### src/hdl/pbp_pkg.sv
// package for the playback and button port: timing, pin map, register map, types
// assumes one 100 MHz system clock and a classic wishbone register bus
package pbp_pkg;
    // pulse timing
    localparam int unsigned CLK_HZ = 100_000_000;
    localparam int unsigned PULSE_MS = 100;
    localparam int unsigned PULSE_CYC_DEF = PULSE_MS * (CLK_HZ / 1000);
    localparam int unsigned PULSE_CW = 24;
    // command pin positions (pins 11..15, active low)
    localparam int IN_ON = 0;
    localparam int IN_OFF = 1;
    localparam int IN_PREV = 2;
    localparam int IN_READY = 4;
    // output pin positions (pins 1..5, active low)
    localparam int OUT_NEXT = 0;
    localparam int OUT_IDLE = 1;
    localparam int OUT_PREV = 2;
    localparam int OUT_START = 3;
    localparam int OUT_STOP = 4;
    // pulse timer slots
    localparam int PI_START = 0;
    localparam int PI_STOP = 1;
    localparam int PI_NEXT = 2;
    localparam int NPULSE = 3;
    // register map
    localparam logic [7:0] REG_CTRL = 8'h00;
    localparam logic [7:0] REG_STAT = 8'h04;
    localparam int CTRL_PROF = 0;
    localparam int CTRL_SW_ON = 1;
    localparam int CTRL_SW_OFF = 2;
    localparam int CTRL_PREV_CLR = 3;
    localparam logic CTRL_PROF_RST = 1'b0;
    localparam int STAT_IN_LSB = 8;
    localparam int STAT_OUT_LSB = 16;
    // channel state
    typedef enum logic {PBP_CH_OFF = 1'b0, PBP_CH_ON = 1'b1} pbp_ch_t;
    // wishbone request from the master
    typedef struct packed {
        logic cyc;
        logic stb;
        logic we;
        logic [7:0] adr;
        logic [3:0] sel;
        logic [31:0] dat;
    } pbp_wb_req_t;
endpackage : pbp_pkg

### src/hdl/pbp_port.sv
// logic behind one general-purpose control port: playback profile and user button profile
// assumes inputs synchronous to clk_i, pins active low, wishbone classic master
`timescale 1ns/1ps

// Summary of operation
// - channel off plus on command: switch on, one 100 ms start pulse
// - on command while on: 100 ms advance pulse, none on first switch-on
// - off command while on switches channel off and triggers 100 ms stop pulse
// - every on-to-off transition reloads the 100 ms stop timer; the stop pin pulses only in the playback profile
// - playback profile: idle-ready output active only while channel off and source ready asserted
// - audition request turns audition on; its indicator follows audition state
// - button profile: each lamp input lights its button lamp while asserted
// - button profile: each switch output active while its button held, one clock later
module pbp_port #(
    parameter int unsigned PULSE_CYC = pbp_pkg::PULSE_CYC_DEF,
    parameter int unsigned NPIN = 5
) (
    // clock and reset
    input wire logic clk_i,
    input wire logic rst_i,
    // wishbone slave
    input wire pbp_pkg::pbp_wb_req_t wb_req_i,
    output logic [31:0] wb_dat_o,
    output logic wb_ack_o,
    // port pins, active low
    input wire logic [NPIN-1:0] gpi_n_i,
    output logic [NPIN-1:0] gpo_n_o,
    // console user buttons
    input wire logic [NPIN-1:0] btn_pushed_i,
    output logic [NPIN-1:0] btn_lamp_o
);
    localparam logic [pbp_pkg::PULSE_CW-1:0] PLEN = pbp_pkg::PULSE_CW'(PULSE_CYC);

    ////////////////////////////////////////////////////////////////////////////
    // input synchroniser and edge detect
    logic [NPIN-1:0] s1_q, s1_d, s2_q, s2_d, s3_q, s3_d;
    logic [NPIN-1:0] in_a, fell;

    // first stage is read only by the second
    always_comb begin
        s1_d = gpi_n_i;
        s2_d = s1_q;
        s3_d = s2_q;
    end

    always_ff @(posedge clk_i) begin
        if (rst_i) begin
            s1_q <= '1;
            s2_q <= '1;
            s3_q <= '1;
        end else begin
            s1_q <= s1_d;
            s2_q <= s2_d;
            s3_q <= s3_d;
        end
    end

    // a held-low pin gives a single edge, so one action per press
    assign in_a = ~s2_q;
    assign fell = ~s2_q & s3_q;

    ////////////////////////////////////////////////////////////////////////////
    // wishbone slave: ack one cycle after request, write at the acked edge
    logic ack_q, ack_d;
    logic [31:0] rdat_q, rdat_d;
    logic prof_q, prof_d;
    logic sw_on_q, sw_on_d, sw_off_q, sw_off_d, sw_pclr_q, sw_pclr_d;
    logic wr_ctrl;
    logic [31:0] stat_w;
    pbp_pkg::pbp_ch_t ch_q, ch_d;
    logic prev_q, prev_d;
    logic [pbp_pkg::PULSE_CW-1:0] cnt_q [pbp_pkg::NPULSE];
    logic [pbp_pkg::NPULSE-1:0] act;

    assign wr_ctrl = ack_q && wb_req_i.cyc && wb_req_i.stb && wb_req_i.we
        && wb_req_i.sel[0] && wb_req_i.adr == pbp_pkg::REG_CTRL;

    // status word shows channel state, timers, pin levels
    always_comb begin
        stat_w = '0;
        stat_w[0] = (ch_q == pbp_pkg::PBP_CH_ON);
        stat_w[1] = prev_q;
        stat_w[2] = ~gpo_n_o[pbp_pkg::OUT_IDLE];
        stat_w[5:3] = act;
        stat_w[pbp_pkg::STAT_IN_LSB +: NPIN] = in_a;
        stat_w[pbp_pkg::STAT_OUT_LSB +: NPIN] = ~gpo_n_o;
    end

    // unmapped addresses still ack and read zero
    always_comb begin
        ack_d = wb_req_i.cyc && wb_req_i.stb && !ack_q;
        rdat_d = '0;
        if (ack_d && !wb_req_i.we) begin
            case (wb_req_i.adr)
                pbp_pkg::REG_CTRL: rdat_d = {31'h0000_0000, prof_q};
                pbp_pkg::REG_STAT: rdat_d = stat_w;
                default: rdat_d = '0;
            endcase
        end
        prof_d = wr_ctrl ? wb_req_i.dat[pbp_pkg::CTRL_PROF] : prof_q;
        sw_on_d = wr_ctrl && wb_req_i.dat[pbp_pkg::CTRL_SW_ON];
        sw_off_d = wr_ctrl && wb_req_i.dat[pbp_pkg::CTRL_SW_OFF];
        sw_pclr_d = wr_ctrl && wb_req_i.dat[pbp_pkg::CTRL_PREV_CLR];
    end

    always_ff @(posedge clk_i) begin
        if (rst_i) begin
            ack_q <= 1'b0;
            rdat_q <= '0;
            prof_q <= pbp_pkg::CTRL_PROF_RST;
            sw_on_q <= 1'b0;
            sw_off_q <= 1'b0;
            sw_pclr_q <= 1'b0;
        end else begin
            ack_q <= ack_d;
            rdat_q <= rdat_d;
            prof_q <= prof_d;
            sw_on_q <= sw_on_d;
            sw_off_q <= sw_off_d;
            sw_pclr_q <= sw_pclr_d;
        end
    end

    assign wb_ack_o = ack_q;
    assign wb_dat_o = rdat_q;

    ////////////////////////////////////////////////////////////////////////////
    // channel state, audition state
    logic on_evt, off_evt, prev_evt, ready_a;

    // pin commands only count in the playback profile; software commands always
    assign on_evt = (!prof_q && fell[pbp_pkg::IN_ON]) || sw_on_q;
    assign off_evt = (!prof_q && fell[pbp_pkg::IN_OFF]) || sw_off_q;
    assign prev_evt = !prof_q && fell[pbp_pkg::IN_PREV];
    assign ready_a = in_a[pbp_pkg::IN_READY];

    // off beats on in the same cycle: stopping is the safe outcome
    always_comb begin
        ch_d = ch_q;
        case (ch_q)
            pbp_pkg::PBP_CH_OFF: if (on_evt && !off_evt) ch_d = pbp_pkg::PBP_CH_ON;
            pbp_pkg::PBP_CH_ON: if (off_evt) ch_d = pbp_pkg::PBP_CH_OFF;
            default: ch_d = pbp_pkg::PBP_CH_OFF;
        endcase
        // request sets, software clears; set wins
        prev_d = prev_evt ? 1'b1 : (sw_pclr_q ? 1'b0 : prev_q);
    end

    always_ff @(posedge clk_i) begin
        if (rst_i) begin
            ch_q <= pbp_pkg::PBP_CH_OFF;
            prev_q <= 1'b0;
        end else begin
            ch_q <= ch_d;
            prev_q <= prev_d;
        end
    end

    ////////////////////////////////////////////////////////////////////////////
    // pulse timers; a new trigger restarts the full width
    logic [pbp_pkg::NPULSE-1:0] trig;

    always_comb begin
        trig[pbp_pkg::PI_START] = ch_q == pbp_pkg::PBP_CH_OFF && ch_d == pbp_pkg::PBP_CH_ON;
        trig[pbp_pkg::PI_STOP] = ch_q == pbp_pkg::PBP_CH_ON && ch_d == pbp_pkg::PBP_CH_OFF;
        trig[pbp_pkg::PI_NEXT] = ch_q == pbp_pkg::PBP_CH_ON && on_evt && !off_evt;
    end

    for (genvar g = 0; g < pbp_pkg::NPULSE; g++) begin : g_pulse
        logic [pbp_pkg::PULSE_CW-1:0] cnt_d;

        always_comb begin
            cnt_d = cnt_q[g];
            if (trig[g]) cnt_d = PLEN;
            else if (cnt_q[g] != '0) cnt_d = cnt_q[g] - 1'b1;
        end

        always_ff @(posedge clk_i) begin
            if (rst_i) cnt_q[g] <= '0;
            else cnt_q[g] <= cnt_d;
        end
    end

    // busy flags; one process so the flag vector has a single driver
    always_comb begin
        for (int i = 0; i < pbp_pkg::NPULSE; i++) begin
            act[i] = cnt_q[i] != '0;
        end
    end

    ////////////////////////////////////////////////////////////////////////////
    // output pins and lamps, all from flip-flops
    logic [NPIN-1:0] gpo_n_q, gpo_n_d, lamp_q, lamp_d;

    always_comb begin
        gpo_n_d = '1;
        lamp_d = '0;
        if (prof_q) begin
            gpo_n_d = ~btn_pushed_i;
            lamp_d = in_a;
        end else begin
            gpo_n_d[pbp_pkg::OUT_NEXT] = ~act[pbp_pkg::PI_NEXT];
            gpo_n_d[pbp_pkg::OUT_IDLE] = ~(ch_q == pbp_pkg::PBP_CH_OFF && ready_a);
            gpo_n_d[pbp_pkg::OUT_PREV] = ~prev_q;
            gpo_n_d[pbp_pkg::OUT_START] = ~act[pbp_pkg::PI_START];
            gpo_n_d[pbp_pkg::OUT_STOP] = ~act[pbp_pkg::PI_STOP];
        end
    end

    always_ff @(posedge clk_i) begin
        if (rst_i) begin
            gpo_n_q <= '1;
            lamp_q <= '0;
        end else begin
            gpo_n_q <= gpo_n_d;
            lamp_q <= lamp_d;
        end
    end

    assign gpo_n_o = gpo_n_q;
    assign btn_lamp_o = lamp_q;

    // length of the current start pulse as seen on the pin
    logic [pbp_pkg::PULSE_CW-1:0] run_q, run_d;
    always_comb begin
        run_d = gpo_n_q[pbp_pkg::OUT_START] ? '0 : run_q + 1'b1;
    end
    always_ff @(posedge clk_i) begin
        if (rst_i) run_q <= '0;
        else run_q <= run_d;
    end
endmodule : pbp_port
### config.mk
export PLATFORM = sky130hd
export DESIGN_NAME = pbp_port
export DESIGN_NICKNAME = d
export VERILOG_FILES = /design/src/hdl/pbp_pkg.sv /design/src/hdl/pbp_port.sv
export SDC_FILE = /design/constraint.sdc
export NUM_CORES = 1
export LEC_CHECK = 0
export BUFFER_PORTS_ARGS = -buffer_cell sky130_fd_sc_hd__buf_2
export CAP_MARGIN = 20
export CORE_ASPECT_RATIO = 1.2
export CORE_MARGIN = 1
export CORE_UTILIZATION = 50
export DETAILED_ROUTE_END_ITERATION = 7
export PLACE_DENSITY = 0.85
export SLEW_MARGIN = 5
export SYNTH_ARGS = -nofsm -noshare
export SYNTH_HDL_FRONTEND = slang
export SYNTH_SLANG_ARGS = --single-unit
### constraint.sdc
create_clock -name clk_i -period 4.5 [get_ports clk_i]
set_input_delay 1.125 -clock clk_i [delete_from_list [all_inputs] [get_ports clk_i]]
set_output_delay 1.125 -clock clk_i [all_outputs]
set_load 0.05 [all_outputs]
==> reports/metrics.cfg <==
[status]
status = finished, final reports clean

[timing]
max_freq_mhz = 374
drv_slew = 0
final_period_minus_worst_setup_slack_ns = 2.67
rsz0062_at_grt = no
hold_viol_final = 0
worst_pin_slew_ns = 1.02
clock_skew_ns = 0.00667
final-setup-viol-count = 0
relSlewSlack_pct = 31.5
setup_tns_ns = 0
timing.final.crit_share_pct = 59.4

[finish]
drive_gt1_share_pct = 18.5
fillers = 801
mostFrequentLayoutCell = dfxtp_1
fin_nets = 691
layout_common_cells = dfxtp_1, nor2_1, buf_2
insertedDiodeCount = 0
area_delta_synth_final_pct = 17.1
fin_area_um2 = 5970

[clock_tree]
cts-htree-levels = 4
cts_repair_resize_count = 0
clk_path_buf_depth = 2
clock_sinks = 117
cts.clk_slew.worst_paths_ns = 0.06
cts_hold_buf = 0
post-cts-setup-buffers = 0
cts_tree = yes
cts_buffers = 17
cts-root-buf = clkbuf_16
clock_latency_ns = 0.41

[floorplanning]
design.die.area_um2 = 10600
rows = 40
start_util_pct = 51.2
ios = 102
die_y_um = 113
core_area_um2 = 9960
die_x_um = 94.2

[drt]
wl_met3_um = 540
vias = 4346
drc = 0
avgViaCountPerCell = 5.69
final_antenna_net_count = 0
top_layer_used = met4
drtPass1Iterations = 5
wl_met2_um = 5650
wirelength_um = 11200
drt-initial-drc-count = 286
met1_length_um = 4670
post_drt_wl_per_cell_um = 14.7

[placed_design]
dpl-instance-area_um2 = 5380
portBuffers = 54
place_congestion = 0.804
hpwl_um = 7450

[flow_run]
cap_violations = 0

[synth]
synthArstFlopShare_pct = 0
synth_edf_count = 0
synth-seq-cells = 117
seq_area_frac_synth_pct = 46.0
avgSynthCellArea_um2 = 8.88
ys.flop_type = dfxtp_1
synthCells = 574
syn-cell-area_um2 = 5090
ys_types = 51
ys_warn_count = 0

[critical_path]
slowest_delay_ns = 0.91
arrival_ns = 3.01
cp-startpoint = cnt_q[2][16]$_SDFFE_PP0P_
endpoint_kind = flop
start_kind = flop
reg2reg_from = cnt_q[2][16]$_SDFFE_PP0P_
crit_required_ns = 4.83
cpMaxStageDelayCell = o21ai_1
cp_cell_sequence = nor4_2 > nand4_1 > o21ai_1 > o21ai_0 > a31oi_1
crit_type = reg -> reg
cp_max_fo = 17

[pwr]
total_power_mw = 5.19
p_leak_nw = 2.39
irDropWorstVdd_v = 0.000524
power.density_nw_per_um2 = 870

[min_path]
min_path_type = reg -> reg
min_from = s1_q[4]$_SDFF_PP1_

[global_routing]
grt_max_degree = 31
grt_pass1_wl_um = 18800
grt_use_total_pct = 22.7
grt_pass1_vias = 4295
grt_overflow = 0
antenna_found_initial = 0

==> registers in the layout, indices dropped and copies added (netlist names) <==
signal	count
prev_q	1
sw_pclr_q	1
wb_dat_o	15
gpo_n_o	5
s2_q	5
prof_q	1
sw_on_q	1
sw_off_q	1
ch_q	1
s3_q	3
wb_ack_o	1
btn_lamp_o	5
s1_q	5
cnt_q	72
==> per-stage QoR <==
stage	hold slack, ns	worst slack (ns)	cells	util, %
finish	0.402	1.83	764	59.9
global route	0.420	1.56	764	59.9
CTS	0.404	1.86	764	59.9
detailed placement	0.393	1.61	733	54.0
global placement	0.391	1.67	733	54.0
floorplan	0.389	2.21	589	-
==> area by class of cell <==
cell class | instances | area, µm² | area share, %
multi-input combinational | 420 | 2540 | 42.6
sequential | 117 | 2340 | 39.3
clock buffer | 18 | 439 | 7.36
timing repair buffer | 56 | 285 | 4.78
tap | 126 | 158 | 2.64
clock inverter | 13 | 150 | 2.52
inverter | 14 | 52.6 | 0.881
==> final timing paths <==
kind,endpoint,slack [ns],cells after the start
setup / recovery,cnt_q[2][15]$_SDFFE_PP0P_,1.83,5
hold / removal,s2_q[4]$_SDFF_PP1_,0.40,1
setup reg to reg,cnt_q[2][15]$_SDFFE_PP0P_,1.83,5
hold reg to reg,s2_q[4]$_SDFF_PP1_,0.40,1
==> critical path, delay by kind of cell, from the launching register on <==
family          cells  cell delay, ns
compound gates      3            1.33
flops               1            0.35
simple gates        2            0.91
==> cell usage after synthesis (2+ instances only) <==
library cell    n  area (µm²)
nor4_1         17         106
nor2b_1         4        25.0
xor2_1         18         158
nand3_1         9        45.0
buf_2           2        10.0
o21ai_1         5        25.0
or3_1          18         113
or2_2          19         119
o41ai_1         3        26.3
ha_1            6        75.1
nor3_1         27         135
or4_2           2        17.5
nand3b_1        2        15.0
a31oi_1        10        62.6
inv_1          14        52.6
o21ai_0        17        85.1
dfxtp_1       117        2340
mux2i_1         4        40.0
xnor2_1        25         219
o211ai_1        7        52.6
and3_1          2        12.5
nand4b_1        4        35.0
a211oi_1        5        37.5
mux2_2          2        22.5
nor3b_1         5        37.5
o211a_1         2        20.0
and2_1          6        37.5
nand4_1         6        37.5
a21oi_1        27         135
nand2_1        19        71.3
or4_1          11        82.6
nor4b_1         4        35.0
nor2_1         85         319
nor4_2          3        37.5
nand2b_1        9        56.3
clkbuf_1       18        67.6
o31ai_1        10        75.1
buf_4          17         128
==> metal layers <==
metal  up-vias  track usage, %
li1       2112               -
met1      2052            25.5
met2       147            38.0
met3        35            6.71
met4         0            12.5
met5         -               0
==> cells by family (layout without fill, tap and decap cells) <==
| logic type | count (synthesis) | after routing | share of synthesized area (%) |
|---|---|---|---|
| simple gates | 258 | 258 | 27.4 |
| buf+inv | 52 | 101 | 5.28 |
| compound gates | 91 | 91 | 11.2 |
| other cells | 1 | 16 | 0.0736 |
| xor+xnor | 43 | 43 | 7.39 |
| mux | 6 | 6 | 1.23 |
| fa+ha+maj | 6 | 6 | 1.47 |
| flops | 117 | 117 | 46.0 |
==> where the power goes <==
part           leakage (nW)  internal, mW  switching (mW)  total [mW]
clock                 0.272         0.833           0.492        1.32
sequential            0.957          1.32           0.316        1.64
combinational          1.16         0.876            1.35        2.23
total                  2.39          3.03            2.16        5.19
Note: power is estimated with default switching activity, not from simulation.
